===== src/sic_regs.svh =====
// Constants of the synthesiser serial control block
//
// Function
// - 15-bit divider from 16/17 prescaler and counters
// - Reference ratio chosen from sixteen coded values
// - Phase-frequency comparator drives up/down pump pulses
// - Test mode puts halved divider output on port zero
// - Works at standard and fast bus rates
// - Address LSB low writes, high reads
// - Address is 11000, two select bits, R/W
// - Acknowledge address match and every received byte
// - Missing read acknowledge makes internal stop
// - First data bit picks divider or control byte
// - Second byte of a pair follows first's kind
// - Byte pairs repeat without readdressing until stop
// - Stop mid-byte discards the partial byte
// - Divider ratio applied when complete or at stop
// - Divider bytes hold ratio MSB first, control fields
// - Control byte layouts: flag, test, ratio; pump, output, ports
// - Sink, source and off test codes force pump and lock flag values
// - Status byte is indicator, lock flag, six zeros
// - Indicator set on dropout, cleared by read stop
// - Indicator set returns registers to power-up values
// - Lock flag reads one when loop locked
`ifndef SIC_REGS_SVH
`define SIC_REGS_SVH
// ==========================================
// Address and byte layout
`define SIC_ADDR_FIX 5'h18
`define SIC_BYTE_BITS 4'h8
`define SIC_KIND_BIT 7
`define SIC_TEST_LSB 4
`define SIC_PUMP_LSB 6
`define SIC_CON_BIT 5
`define SIC_CCH_BIT 4
// ==========================================
// Power-up values
`define SIC_RST_DIV 15'h00f0
`define SIC_RST_TEST 3'h0
`define SIC_RST_REF 4'h0
`define SIC_RST_PUMP 2'h0
`define SIC_RST_CON 1'b1
`define SIC_RST_CCH 1'b1
`define SIC_RST_PORT 4'h0
// ==========================================
// Test codes and lock timing
`define SIC_TEST_SINK 3'h4
`define SIC_TEST_SOURCE 3'h5
`define SIC_TEST_OFF 3'h6
`define SIC_TEST_PORT0 3'h7
`define SIC_LOCK_N 4'h8
`define SIC_LOCK_WIN 8'h04
`endif


===== src/sic_pkg.sv =====
// Types of the synthesiser serial control block
package sic_pkg;
  typedef enum logic [2:0] {
    SIC_IDLE = 3'b000,
    SIC_ADDR = 3'b001,
    SIC_ACK = 3'b010,
    SIC_WR = 3'b011,
    SIC_RD = 3'b100,
    SIC_RACK = 3'b101
  } sic_state_e;
  typedef enum logic [1:0] {
    SIC_K_FIRST = 2'b00,
    SIC_K_DIV2 = 2'b01,
    SIC_K_CTL2 = 2'b10
  } sic_kind_e;
  typedef struct packed {
    logic [4:0] pc;
    logic [10:0] mc;
    logic [3:0] ac;
    logic [8:0] rc;
    logic up;
    logic dn;
    logic pu;
    logic pd;
    logic half;
    logic [7:0] err;
    logic [3:0] lc;
    logic locked;
    logic div_tick;
  } sic_core_s;
  typedef struct packed {
    logic scl_m, scl_s, scl_d, sda_m, sda_s, sda_d;
    logic por_m, por_s, por_d, rf_m, rf_s, rf_d, ref_m, ref_s, ref_d;
    logic [1:0] adr_m;
    logic [1:0] adr_s;
    sic_state_e st;
    logic [3:0] bits;
    logic [7:0] sh;
    logic rw;
    logic rd_seen;
    sic_kind_e kind;
    logic [6:0] div_hi;
    logic [14:0] div_ratio;
    logic [2:0] test_sel;
    logic [3:0] ref_ratio_sel;
    logic [1:0] pump_current_sel;
    logic comp_on;
    logic comp_choice;
    logic [3:0] port;
    logic [3:0] port_on;
    logic por;
    logic lock_flag;
    logic sda_low;
    logic sda_val;
  } sic_top_s;
endpackage


===== src/sic_pll_core.sv =====
// RF divider, reference divider, phase comparator and lock detector
`timescale 1ns/1ps
`include "sic_regs.svh"
module sic_pll_core
  import sic_pkg::*;
#(
  parameter logic [3:0] LOCK_N = `SIC_LOCK_N,
  parameter logic [7:0] LOCK_WIN = `SIC_LOCK_WIN
)(
  // Clock and reset
  input wire logic clock_in,
  input wire logic sys_rst_in,
  // Input edges and settings
  input wire logic rf_edge_in,
  input wire logic ref_edge_in,
  input wire logic [14:0] div_ratio_in,
  input wire logic [3:0] ref_ratio_sel_in,
  input wire logic [2:0] test_sel_in,
  // Results
  output logic pump_up_out,
  output logic pump_down_out,
  output logic divider_half_out,
  output logic locked_out
);
  sic_core_s s, n;
  logic [8:0] ref_top;
  logic comp_tick;
  logic [10:0] m_val;
  logic [3:0] a_val;

  // ==========================================
  // Reference ratio decode
  always_comb
  begin
    case (ref_ratio_sel_in)
      4'h0: ref_top = 9'h001;
      4'h1: ref_top = 9'h003;
      4'h2: ref_top = 9'h007;
      4'h3: ref_top = 9'h00f;
      4'h4: ref_top = 9'h01f;
      4'h5: ref_top = 9'h03f;
      4'h6: ref_top = 9'h07f;
      4'h7: ref_top = 9'h0ff;
      4'h8: ref_top = 9'h017;
      4'h9: ref_top = 9'h004;
      4'ha: ref_top = 9'h009;
      4'hb: ref_top = 9'h013;
      4'hc: ref_top = 9'h027;
      4'hd: ref_top = 9'h04f;
      4'he: ref_top = 9'h09f;
      default: ref_top = 9'h13f;
    endcase
  end

  assign comp_tick = ref_edge_in && (s.rc >= ref_top);
  assign m_val = div_ratio_in[14:4];
  assign a_val = div_ratio_in[3:0];

  // ==========================================
  // Next state
  always_comb
  begin
    n = s;
    n.div_tick = 1'b0;
    if (rf_edge_in)
    begin
      if (s.pc != 5'h00)
        n.pc = s.pc - 5'h01;
      else if (s.mc <= 11'h001)
      begin
        n.div_tick = 1'b1;
        n.mc = m_val;
        n.ac = a_val;
        n.pc = (a_val != 4'h0) ? 5'h10 : 5'h0f;
      end
      else
      begin
        n.mc = s.mc - 11'h001;
        n.ac = (s.ac != 4'h0) ? s.ac - 4'h1 : 4'h0;
        n.pc = (n.ac != 4'h0) ? 5'h10 : 5'h0f;
      end
    end
    if (ref_edge_in)
      n.rc = comp_tick ? 9'h000 : s.rc + 9'h001;
    n.up = s.up | comp_tick;
    n.dn = s.dn | n.div_tick;
    if (n.up && n.dn)
    begin
      n.up = 1'b0;
      n.dn = 1'b0;
    end
    n.pu = n.up;
    n.pd = n.dn;
    if (test_sel_in == `SIC_TEST_SINK)
    begin
      n.pu = 1'b0;
      n.pd = 1'b1;
    end
    else if (test_sel_in == `SIC_TEST_SOURCE)
    begin
      n.pu = 1'b1;
      n.pd = 1'b0;
    end
    else if (test_sel_in == `SIC_TEST_OFF)
    begin
      n.pu = 1'b0;
      n.pd = 1'b0;
    end
    if (n.div_tick)
      n.half = ~s.half;
    if (s.up || s.dn)
      n.err = (s.err == 8'hff) ? s.err : s.err + 8'h01;
    if (comp_tick)
    begin
      n.err = 8'h00;
      if (s.err > LOCK_WIN)
        n.lc = 4'h0;
      else if (s.lc != LOCK_N)
        n.lc = s.lc + 4'h1;
    end
    n.locked = (n.lc == LOCK_N);
  end

  always_ff @(posedge clock_in or posedge sys_rst_in)
  begin
    if (sys_rst_in)
      s <= '0;
    else
      s <= n;
  end

  assign pump_up_out = s.pu;
  assign pump_down_out = s.pd;
  assign divider_half_out = s.half;
  assign locked_out = s.locked;
endmodule


===== src/synth_i2c_control.sv =====
// Serial control interface and register logic of the synthesiser
`timescale 1ns/1ps
`include "sic_regs.svh"
module synth_i2c_control
  import sic_pkg::*;
#(
  parameter logic [3:0] LOCK_N = `SIC_LOCK_N,
  parameter logic [7:0] LOCK_WIN = `SIC_LOCK_WIN
)(
  // Clock and reset
  input wire logic clock_in,
  input wire logic sys_rst_in,
  // Two-wire bus
  input wire logic scl_in,
  input wire logic sda_in,
  output logic sda_out,
  output logic sda_oe_out,
  // Straps and detectors
  input wire logic [1:0] addr_sel_bits_in,
  input wire logic por_event_in,
  // Divider inputs
  input wire logic rf_in,
  input wire logic ref_in,
  // Loop controls
  output logic pump_up_out,
  output logic pump_down_out,
  output logic [1:0] pump_current_sel_out,
  output logic comp_clock_out_on_out,
  output logic comp_clock_out_choice_out,
  // Port sinks, bit 0 is port_zero
  output logic [3:0] port_on_out
);
  sic_top_s s, n;
  logic scl_rise, scl_fall, start_cond, stop_cond, por_rise;
  logic core_locked, core_half, core_up, core_dn;
  logic [7:0] stat;

  // ==========================================
  // Bus events
  assign scl_rise = s.scl_s && !s.scl_d;
  assign scl_fall = !s.scl_s && s.scl_d;
  assign start_cond = s.scl_s && s.scl_d && s.sda_d && !s.sda_s;
  assign stop_cond = s.scl_s && s.scl_d && !s.sda_d && s.sda_s;
  assign por_rise = s.por_s && !s.por_d;
  assign stat = {s.por, s.lock_flag, 6'h00};

  // ==========================================
  // Loop core
  sic_pll_core #(
    .LOCK_N(LOCK_N),
    .LOCK_WIN(LOCK_WIN)
  ) u_core (
    .clock_in(clock_in),
    .sys_rst_in(sys_rst_in),
    .rf_edge_in(s.rf_s && !s.rf_d),
    .ref_edge_in(s.ref_s && !s.ref_d),
    .div_ratio_in(s.div_ratio),
    .ref_ratio_sel_in(s.ref_ratio_sel),
    .test_sel_in(s.test_sel),
    .pump_up_out(core_up),
    .pump_down_out(core_dn),
    .divider_half_out(core_half),
    .locked_out(core_locked)
  );

  // ==========================================
  // Next state
  always_comb
  begin
    n = s;
    n.scl_m = scl_in;
    n.scl_s = s.scl_m;
    n.scl_d = s.scl_s;
    n.sda_m = sda_in;
    n.sda_s = s.sda_m;
    n.sda_d = s.sda_s;
    n.por_m = por_event_in;
    n.por_s = s.por_m;
    n.por_d = s.por_s;
    n.rf_m = rf_in;
    n.rf_s = s.rf_m;
    n.rf_d = s.rf_s;
    n.ref_m = ref_in;
    n.ref_s = s.ref_m;
    n.ref_d = s.ref_s;
    n.adr_m = addr_sel_bits_in;
    n.adr_s = s.adr_m;
    // Edges are sampled at the system clock, so both bus rates fit
    if (start_cond)
    begin
      n.st = SIC_ADDR;
      n.bits = 4'h0;
      n.sda_low = 1'b0;
      n.kind = SIC_K_FIRST;
    end
    else if (stop_cond)
    begin
      if (s.kind == SIC_K_DIV2)
        n.div_ratio[14:8] = s.div_hi;
      if (s.rd_seen)
        n.por = 1'b0;
      n.rd_seen = 1'b0;
      n.st = SIC_IDLE;
      n.sda_low = 1'b0;
      n.kind = SIC_K_FIRST;
    end
    else
    begin
      case (s.st)
        SIC_ADDR:
        begin
          if (scl_rise)
          begin
            n.sh = {s.sh[6:0], s.sda_s};
            n.bits = s.bits + 4'h1;
          end
          else if (scl_fall && s.bits == `SIC_BYTE_BITS)
          begin
            n.bits = 4'h0;
            if (s.sh[7:1] == {`SIC_ADDR_FIX, s.adr_s})
            begin
              n.sda_low = 1'b1;
              n.st = SIC_ACK;
              n.rw = s.sh[0];
              n.rd_seen = s.rd_seen | s.sh[0];
            end
            else
              n.st = SIC_IDLE;
          end
        end
        SIC_ACK:
        begin
          if (scl_fall)
          begin
            if (s.rw)
            begin
              n.st = SIC_RD;
              n.sh = stat;
              n.sda_low = ~stat[7];
              n.bits = 4'h1;
            end
            else
            begin
              n.st = SIC_WR;
              n.sda_low = 1'b0;
              n.bits = 4'h0;
            end
          end
        end
        SIC_WR:
        begin
          if (scl_rise)
          begin
            n.sh = {s.sh[6:0], s.sda_s};
            n.bits = s.bits + 4'h1;
          end
          else if (scl_fall && s.bits == `SIC_BYTE_BITS)
          begin
            n.sda_low = 1'b1;
            n.st = SIC_ACK;
            n.bits = 4'h0;
            case (s.kind)
              SIC_K_FIRST:
              begin
                if (s.sh[`SIC_KIND_BIT])
                begin
                  n.test_sel = s.sh[`SIC_TEST_LSB +: 3];
                  n.ref_ratio_sel = s.sh[3:0];
                  n.kind = SIC_K_CTL2;
                end
                else
                begin
                  n.div_hi = s.sh[6:0];
                  n.kind = SIC_K_DIV2;
                end
              end
              SIC_K_DIV2:
              begin
                n.div_ratio = {s.div_hi, s.sh};
                n.kind = SIC_K_FIRST;
              end
              default:
              begin
                n.pump_current_sel = s.sh[`SIC_PUMP_LSB +: 2];
                n.comp_on = s.sh[`SIC_CON_BIT];
                n.comp_choice = s.sh[`SIC_CCH_BIT];
                n.port = s.sh[3:0];
                n.kind = SIC_K_FIRST;
              end
            endcase
          end
        end
        SIC_RD:
        begin
          if (scl_fall)
          begin
            if (s.bits == `SIC_BYTE_BITS)
            begin
              n.sda_low = 1'b0;
              n.st = SIC_RACK;
            end
            else
            begin
              n.sh = {s.sh[6:0], 1'b0};
              n.sda_low = ~s.sh[6];
              n.bits = s.bits + 4'h1;
            end
          end
        end
        SIC_RACK:
        begin
          if (scl_rise)
            n.st = s.sda_s ? SIC_IDLE : SIC_ACK;
        end
        default:
        begin
          n.sda_low = 1'b0;
        end
      endcase
    end
    // Dropout sets the indicator and restores power-up settings
    if (por_rise)
    begin
      n.por = 1'b1;
      n.div_ratio = `SIC_RST_DIV;
      n.test_sel = `SIC_RST_TEST;
      n.ref_ratio_sel = `SIC_RST_REF;
      n.pump_current_sel = `SIC_RST_PUMP;
      n.comp_on = `SIC_RST_CON;
      n.comp_choice = `SIC_RST_CCH;
      n.port = `SIC_RST_PORT;
      n.kind = SIC_K_FIRST;
    end
    n.port_on = n.port;
    if (n.test_sel == `SIC_TEST_PORT0)
      n.port_on[0] = core_half;
    if (n.test_sel == `SIC_TEST_SINK || n.test_sel == `SIC_TEST_SOURCE)
      n.lock_flag = 1'b0;
    else if (n.test_sel == `SIC_TEST_OFF)
      n.lock_flag = 1'b1;
    else
      n.lock_flag = core_locked;
  end

  // ==========================================
  // State register
  always_ff @(posedge clock_in or posedge sys_rst_in)
  begin
    if (sys_rst_in)
    begin
      s <= '0;
      s.scl_m <= 1'b1;
      s.scl_s <= 1'b1;
      s.scl_d <= 1'b1;
      s.sda_m <= 1'b1;
      s.sda_s <= 1'b1;
      s.sda_d <= 1'b1;
      s.st <= SIC_IDLE;
      s.kind <= SIC_K_FIRST;
      s.div_ratio <= `SIC_RST_DIV;
      s.test_sel <= `SIC_RST_TEST;
      s.ref_ratio_sel <= `SIC_RST_REF;
      s.pump_current_sel <= `SIC_RST_PUMP;
      s.comp_on <= `SIC_RST_CON;
      s.comp_choice <= `SIC_RST_CCH;
      s.port <= `SIC_RST_PORT;
      s.port_on <= `SIC_RST_PORT;
      s.por <= 1'b1;
    end
    else
      s <= n;
  end

  // ==========================================
  // Outputs
  assign sda_out = s.sda_val;
  assign sda_oe_out = s.sda_low;
  assign pump_up_out = core_up;
  assign pump_down_out = core_dn;
  assign pump_current_sel_out = s.pump_current_sel;
  assign comp_clock_out_on_out = s.comp_on;
  assign comp_clock_out_choice_out = s.comp_choice;
  assign port_on_out = s.port_on;
endmodule


===== config.mk =====
export PLATFORM = sky130hd
export DESIGN_NAME = synth_i2c_control
export DESIGN_NICKNAME = d
export VERILOG_FILES = /design/src/sic_pkg.sv /design/src/sic_pll_core.sv /design/src/synth_i2c_control.sv
export VERILOG_INCLUDE_DIRS = /design/src /design/src/src
export SDC_FILE = /design/constraint.sdc
export NUM_CORES = 1
export LEC_CHECK = 0
export BUFFER_PORTS_ARGS = -buffer_cell sky130_fd_sc_hd__buf_2
export CAP_MARGIN = 5
export CELL_PAD_IN_SITES_DETAIL_PLACEMENT = 0
export CELL_PAD_IN_SITES_GLOBAL_PLACEMENT = 1
export CORE_ASPECT_RATIO = 1.4
export CORE_UTILIZATION = 53
export CTS_CLUSTER_DIAMETER = 100
export DETAILED_ROUTE_END_ITERATION = 8
export PLACE_DENSITY = 0.86
export SLEW_MARGIN = 20
export SYNTH_ARGS = -nofsm -noshare
export SYNTH_HDL_FRONTEND = slang
export SYNTH_SLANG_ARGS = --single-unit

===== constraint.sdc =====
create_clock -name clock_in -period 5.9 [get_ports clock_in]
set_input_delay 0 -clock clock_in [delete_from_list [all_inputs] [get_ports clock_in]]
set_output_delay 0 -clock clock_in [all_outputs]
set_load 0.1 [all_outputs]

==> flow_summary.yaml, run 1 <==
critical_path:
  cp_buf_inv_count: 1
  endpoint_kind: "flip-flop"
  crit_type: "reg2reg"
  cell_by_cell_trace_of_the_critical_path: "inv_1, ha_1, mux2i_1, nand2_1, ha_1, nand4_1, or2_2, o21a_1, a21oi_2, o21ai_0, a21oi_1"
  crit_required_ns: 6.23
  worst_path_dominant_cell_family: "compound AO/OA/AOI/OAI gates"
  crit_path_max_fanout: 17
  critical_path.most_common_cell: "sky130_fd_sc_hd__ha_1"
  crit_slowest_cell: "sky130_fd_sc_hd__a21oi_2"
  timing.critical_path.arrival_ns: 3.54
  cp_slowest_stage_delay_ns: 0.62
  cp-start-kind: "flip-flop"
floorplan:
  chipWidth_um: 94.85
  die_area_um2: 12520
  core_area_um2: 11820
  placement_rows: 47
  initial_utilization_pct: 54.11
  floorplan.io_pins: 21
  die-height_um: 132.0
sta:
  final_critical_path_setup_slack_ns: 2.698
  timing.final.setup_violations: 0
  fin_tns_setup_ns: 0
  worst_slew_margin_pct: 40.30
  timing_worst_slew_pin_value_ns: 0.8954
  timing_hold_violations_final: 0
  post-route-period-util_pct: 54.26
  setup_repair_after_global_routing_missed_its_margin: "false"
  final-max-slew-violation-count: 0
  worst_clock_skew_ns: 0.008488
  min_period_ns: 3.202
  clock.fmax_mhz: 312.3
logic_synthesis:
  synth_seq_cells: 126
  primary_flip_flop_cell_chosen_by_synthesis_mapping: "sky130_fd_sc_hd__dfrtp_1"
  netlist-cell-type-count: 70
  netlist_area_um2: 6396
  yosys.area.top_type: "sky130_fd_sc_hd__dfrtp_1"
  async_reset_ff_share_pct: 100.0
  netlist_top_cells_area: "sky130_fd_sc_hd__dfrtp_1 44%, sky130_fd_sc_hd__dfstp_2 5.3%, sky130_fd_sc_hd__nand2_1 5.1%"
  postSynthNetCount: 696
  synth_edf_count: 0
  netlist_top_cells_count: "113 x sky130_fd_sc_hd__dfrtp_1, 87 x sky130_fd_sc_hd__nand2_1, 62 x sky130_fd_sc_hd__nor2_1"
  netlist_instances: 663
  synth.most_common_cell: "sky130_fd_sc_hd__dfrtp_1"
  yosysSeqAreaShare_pct: 49.55
  synth_largest_type_area_fraction_pct: 44.21
  yosys_warnings: 0
  postSynthAreaPerCell_um2: 9.647
power_and_ir_drop:
  total_leakage_power_nw: 3.164
  vdd_ir_drop_max_v: 0.0002538
  p_per_area_nw_per_um2: 369.3
drt:
  route.final.wire_length_mm: 13.14
  routed_via_count: 4828
  drc_errors: 0
  route.detailed.wl_per_inst_um: 15.62
  vias_per_cell: 5.741
  detail-route-antenna-nets: 0
  drt-initial-drc-count: 274
  drt-pass1-iter-count: 4
clock_tree:
  cts.repair.resized: 0
  numCtsBuffers: 17
  clock_sinks: 126
  tritoncts_clock_tree: "yes"
  htree_levels: 4
  path_clk_slew_ns: 0.06
  holdBufCountCts: 8
  clk_latency_ns: 0.42
  clock_tree.buffer_depth: 2
  cts_setup_buffers: 0
  clock-root-buffer: "sky130_fd_sc_hd__clkbuf_16"
outcome:
  outcome: "finished, final reports clean"
placed_design:
  preCtsSetupSlack_ns: 2.733
  hpwl_reported_at_the_end_of_detailed_placement_mm: 9.126
  gpl.final_weighted_congestion: 0.8710
  portBuffers: 19
  detailed_place.area_um2: 6523
cells_and_area:
  synthToLayoutAreaGrowth_pct: 12.46
  layout-drive-gt1-share_pct: 13.69
  final_design_area_no_fill_um2: 7193
  n_antenna_cell: 0
  fin_nets: 714
  fin_util_pct: 60.86
grt:
  grt_overflow: 0
  grt_first_pass_wirelength_mm: 22.05
  grt_pass1_vias: 4699
  antenna_violations_before_repair: 0
  maximum_number_of_pins_on_one_net_before_global_route_repair: 73
  grtUsageTotal_pct: 22.88
min_path:
  worstHoldPathType: "in2reg"
job:
  max_cap_violations: 0
## state kept, by name, indices dropped and copies added, names as in the netlist
name                       cells
u_core.s                      43
u_core.divider_half_out        1
u_core.pump_down_out           1
s                             59
n                             12
u_core.pump_up_out             1
sda_oe_out                     1
port_on_out                    3
pump_current_sel_out           2
comp_clock_out_choice_out      1
comp_clock_out_on_out          1
u_core.locked_out              1
## final timing paths
kind | start | end | slack, ns | cells past startpoint
worst max-delay path | s[17]$_DFFE_PP0P_ | u_core.pump_up_out$_DFF_PP0_ | 2.70 | 11
worst min-delay path | addr_sel_bits_in[1] | n[65]$_DFF_PP0_ | 0.22 | 2
worst max register to register | s[17]$_DFFE_PP0P_ | u_core.pump_up_out$_DFF_PP0_ | 2.70 | 11
worst min register to register | n[69]$_DFF_PP0_ | n[68]$_DFF_PP0_ | 0.35 | 0
max in group asynchronous | sys_rst_in | s[40]$_DFFE_PP0P_ | 4.28 | 4
min in group asynchronous | sys_rst_in | u_core.s[10]$_DFFE_PP0P_ | 0.24 | 3
## placed cells by master, fill, tap and decap left out, types with 5 or more instances in the layout
cell                            synthesis  final
sky130_fd_sc_hd__dfrtp_1              113    113
sky130_fd_sc_hd__nand2_1               87     87
sky130_fd_sc_hd__nor2_1                62     62
sky130_fd_sc_hd__a21oi_1               48     47
sky130_fd_sc_hd__o21ai_0               29     29
sky130_fd_sc_hd__nand3_1               27     27
sky130_fd_sc_hd__inv_1                 25     24
sky130_fd_sc_hd__ha_1                  24     24
sky130_fd_sc_hd__buf_2                  9     19
sky130_fd_sc_hd__clkbuf_16              0     17
sky130_fd_sc_hd__nor3_1                16     16
sky130_fd_sc_hd__nand2b_1              14     14
sky130_fd_sc_hd__nor2b_1               13     13
sky130_fd_sc_hd__dfstp_2               13     13
sky130_fd_sc_hd__xor2_1                10     10
sky130_fd_sc_hd__mux2i_1               10     10
sky130_fd_sc_hd__mux2_2                 9      9
sky130_fd_sc_hd__nand4_1                9      9
sky130_fd_sc_hd__a22o_1                 9      9
sky130_fd_sc_hd__xnor2_1                9      9
sky130_fd_sc_hd__dlygate4sd3_1          0      8
sky130_fd_sc_hd__nor4_1                 7      7
sky130_fd_sc_hd__a21o_1                 7      7
sky130_fd_sc_hd__o22ai_1                7      7
sky130_fd_sc_hd__o21ai_1                7      7
sky130_fd_sc_hd__or2_2                  5      5
sky130_fd_sc_hd__and2_1                 5      5
sky130_fd_sc_hd__clkinv_4               0      5
## power by group
group,internal (W),switching [W]
Sequential,0.000969,0.000129
Combinational,0.000209,0.000323
Clock,0.000626,0.000399
## cells by family after synthesis
family	Yosys count	synth area share, %
other cells	1	0.05863
fa+ha+maj	24	4.695
xor+xnor	19	2.602
buf+inv	55	4.186
compound gates	147	14.63
simple gates	271	20.95
flops	126	49.55
mux	20	3.326
## metal layers
layer	vias up	share of wire, %	global-route usage (%)
li1	2361	-	-
met1	2365	43	27.82
met2	84	53	39.09
met3	18	3.1	5.594
met4	0	1.4	7.828
met5	-	0	0
## metrics by stage
stage	hold WS (ns)	power, W	cells
after detailed placement	0.1072	0.001641	801
after floorplan	0.004478	0.001513	663
final	0.2224	0.002656	841
after CTS	0.2046	0.002676	841
after global placement	0.1073	0.001611	801
after global routing	0.2083	0.002816	841
## final cells by class
type | instances | area [µm²]
inverter | 25 | 96.34
sequential | 126 | 3169
clock inverter | 15 | 165.2
fill | 977 | 4627
tap | 147 | 183.9
timing repair buffer | 29 | 190.2
multi-input combinational | 482 | 2963
clock buffer | 17 | 425.4
Power figures use the tool's default switching activity.
==> run 2: changes to the inputs <==
Settings changed: ABC_AREA set to 1, CORE_UTILIZATION 53 to 43, PLACE_DENSITY 0.86 to 0.77.
Clock period 5.9 ns to 2.6 ns, I/O delays scaled along.
==> flow_summary.yaml, run 2 <==
grt:
  grtUsageTotal_pct: 20.40
  antenna_violations_before_repair: 0
  grt_overflow: 0
  grt_pass1_vias: 5161
  grt_first_pass_wirelength_mm: 25.08
  maximum_number_of_pins_on_one_net_before_global_route_repair: 61
cells_and_area:
  synthToLayoutAreaGrowth_pct: 15.74
  fin_nets: 839
  final_design_area_no_fill_um2: 7609
  ff_latch_area_um2: 3169
  number_of_flip_flops_in_the_largest_register: 59
  final_common_cell: "sky130_fd_sc_hd__nand2_1"
  fillCellCount: 1439
  registers.top_by_ff_count: "s"
  multiInputGateArea_um2: 2890
  layout.cells.most_common_list: "148 x sky130_fd_sc_hd__nand2_1, 113 x sky130_fd_sc_hd__dfrtp_1, 88 x sky130_fd_sc_hd__inv_1"
  layout-drive-gt1-share_pct: 18.07
  n_antenna_cell: 0
floorplan:
  die-height_um: 148.3
  initial_utilization_pct: 43.86
  chipWidth_um: 106.5
  floorplan.io_pins: 21
  die_area_um2: 15790
  core_area_um2: 14990
  placement_rows: 53
drt:
  route.detailed.wl_per_inst_um: 14.66
  detail-route-antenna-nets: 0
  route.final.wire_length_mm: 14.82
  drt-pass1-iter-count: 5
  drt-initial-drc-count: 265
  routed_via_count: 5182
  drc_errors: 0
  vias_per_cell: 5.126
min_path:
  worstHoldPathType: "in2async"
placed_design:
  portBuffers: 19
  hpwl_reported_at_the_end_of_detailed_placement_mm: 10.96
  detailed_place.area_um2: 6868
  gpl.final_weighted_congestion: 0.8284
logic_synthesis:
  postSynthNetCount: 799
  synth.most_common_cell: "sky130_fd_sc_hd__nand2_1"
  postSynthAreaPerCell_um2: 8.582
  synth_largest_type_area_fraction_pct: 43.01
  yosys.area.top_type: "sky130_fd_sc_hd__dfrtp_1"
  yosysSeqAreaShare_pct: 48.21
  netlist_instances: 766
  async_reset_ff_share_pct: 100.0
  primary_flip_flop_cell_chosen_by_synthesis_mapping: "sky130_fd_sc_hd__dfrtp_1"
  netlist_area_um2: 6574
  synth_edf_count: 0
  synth_seq_cells: 126
  netlist_top_cells_area: "sky130_fd_sc_hd__dfrtp_1 43%, sky130_fd_sc_hd__nand2_1 8.6%, sky130_fd_sc_hd__dfstp_2 5.2%"
  netlist_top_cells_count: "150 x sky130_fd_sc_hd__nand2_1, 113 x sky130_fd_sc_hd__dfrtp_1, 91 x sky130_fd_sc_hd__inv_1"
  yosys_warnings: 0
  netlist-cell-type-count: 51
power_and_ir_drop:
  clkPwrFrac_pct: 38.0
  p_per_area_nw_per_um2: 845.1
  power.net_switching_w: 0.002156
  power.share.combinational_pct: 23.6
  seqPwrFrac_pct: 38.3
  vdd_ir_drop_max_v: 0.0004198
  finalPower_w: 0.006430
  total_leakage_power_nw: 3.636
  power_switching_share_pct: 33.53
  internal_power_w: 0.004274
sta:
  timing_hold_violations_final: 0
  final-max-slew-violation-count: 0
  min_period_ns: 2.407
  clock.fmax_mhz: 415.4
  timing.final.setup_violations: 0
  worst_clock_skew_ns: 0.009223
  post-route-period-util_pct: 92.58
critical_path:
  crit_slowest_cell: "sky130_fd_sc_hd__dfrtp_1"
  r2r_setup_slack_ns: 0.19
  r2r_end: "u_core.s[27]$_DFFE_PP0P_"
  cp-start-kind: "flip-flop"
  crit_required_ns: 2.92
  r2r-start: "s[16]$_DFFE_PP0P_"
  cp_slowest_stage_delay_ns: 0.42
  cell_by_cell_trace_of_the_critical_path: "buf_4, ha_1, nor2_2, a21oi_1, o21ai_1, ha_1, nand2_1, inv_1, nand2_1, nand3_1, nand2_1, nand2_2, nand2_4, inv_1, buf_4, nor3b_1"
  timing.critical_path.arrival_ns: 2.73
  critical_path.most_common_cell: "sky130_fd_sc_hd__nand2_1"
  crit_path_max_fanout: 9
  timing.critical_path.from: "s[16]$_DFFE_PP0P_"
  r2r.worst_path.cells: 16
  crit_type: "reg2reg"
  endpoint_kind: "flip-flop"
outcome:
  outcome: "finished, final reports clean"
clock_tree:
  numCtsBuffers: 17
  tritoncts_clock_tree: "yes"
  clock-root-buffer: "sky130_fd_sc_hd__clkbuf_16"
  clk_latency_ns: 0.41
  clock_tree.buffer_depth: 2
  path_clk_slew_ns: 0.06
  clock_sinks: 126
  htree_levels: 4
job:
  max_cap_violations: 0
run 2: changes by cell type after synthesis, sizes merged, moves of 10 or more:
cell / previous run / this run
inv: 25 / 104
nand2: 89 / 163
o21ai: 39 / 81
nand3: 27 / 64
a21oi: 48 / 28
nand2b: 14 / 0
nor2b: 13 / 0
mux2: 10 / 0
mux2i: 10 / 0
nor4: 10 / 0
run 2: power groups by stage:
stage	logic [W]	clock network, W	registers, W
floorplan	0.00113	0	0.00246
global placement	0.00146	0	0.00248
detailed placement	0.00150	0	0.00250
CTS	0.00152	0.00250	0.00246
global route	0.00174	0.00259	0.00250
finish	0.00152	0.00245	0.00247
run 2: worst max-delay path by stage:
stage / end / slack (ns) / depth (start not counted)
6_report: u_core.s[27]$_DFFE_PP0P_ / 0.19 / 16
5_1_grt: u_core.s[11]$_DFFE_PP0P_ / -0.02 / 17
4_1_cts: u_core.s[9]$_DFFE_PP0P_ / 0.05 / 17
3_5_place_dp: u_core.s[9]$_DFFE_PP0P_ / 0.04 / 17
3_3_place_gp: u_core.s[9]$_DFFE_PP0P_ / 0.13 / 17
2_1_floorplan: u_core.pump_up_out$_DFF_PP0_ / 0.38 / 17
run 2: repair_timing:
item,CTS,global route
resized for setup,0,11
buffers inserted,0,3
hold buffers,8,0
setup endpoints to repair,0,20
endpoints found under the hold margin,120,0
run 2: worst max-delay path, delay by kind of cell, from the launching register on:
family	cells	cell delay (ns)
and+or+nand+nor	8	0.77
adders and majority gates	2	0.47
buffers and inverters	4	0.43
DFF	1	0.42
AOI/OAI and AO/OA	2	0.21
run 2: final cells by class:
| cell class | count | area share [%] |
|---|---|---|
| clock buffer | 18 | 5.641 |
| clock inverter | 14 | 2.384 |
| inverter | 106 | 5.377 |
| multi-input combinational | 515 | 37.99 |
| sequential | 126 | 41.65 |
| tap | 192 | 3.157 |
| timing repair buffer | 40 | 3.799 |
run 2: logic make-up (layout without fill, tap and decap cells):
logic type | count (synthesis) | in the layout | share of synthesized area, %
compound gates | 139 | 139 | 12.66
flops | 126 | 126 | 48.21
buf+inv | 125 | 178 | 8.184
simple gates | 332 | 332 | 23.79
other cells | 1 | 1 | 0.05704
fa+ha+maj | 24 | 24 | 4.568
xor+xnor | 19 | 19 | 2.531
run 2: metrics by stage:
stage	util, %	hold slack, ns	instances	worst slack, ns	setup TNS (ns)
6_report	50.77	0.07751	1011	0.1929	0
4_1_cts	50.43	0.07497	1008	0.05324	0
5_1_grt	50.77	0.09939	1011	-0.01979	-0.06434
3_3_place_gp	45.83	-0.03770	968	0.1343	0
2_1_floorplan	-	0.004478	766	0.3789	0
3_5_place_dp	45.83	-0.03777	968	0.04337	0
run 2: metal layers:
layer	vias up	track usage (%)	share of wire, %
met1	2500	23.97	43
met4	0	7.603	1.8
met2	71	36.82	53
met5	-	0	0
met3	17	3.681	1.9
li1	2594	-	-
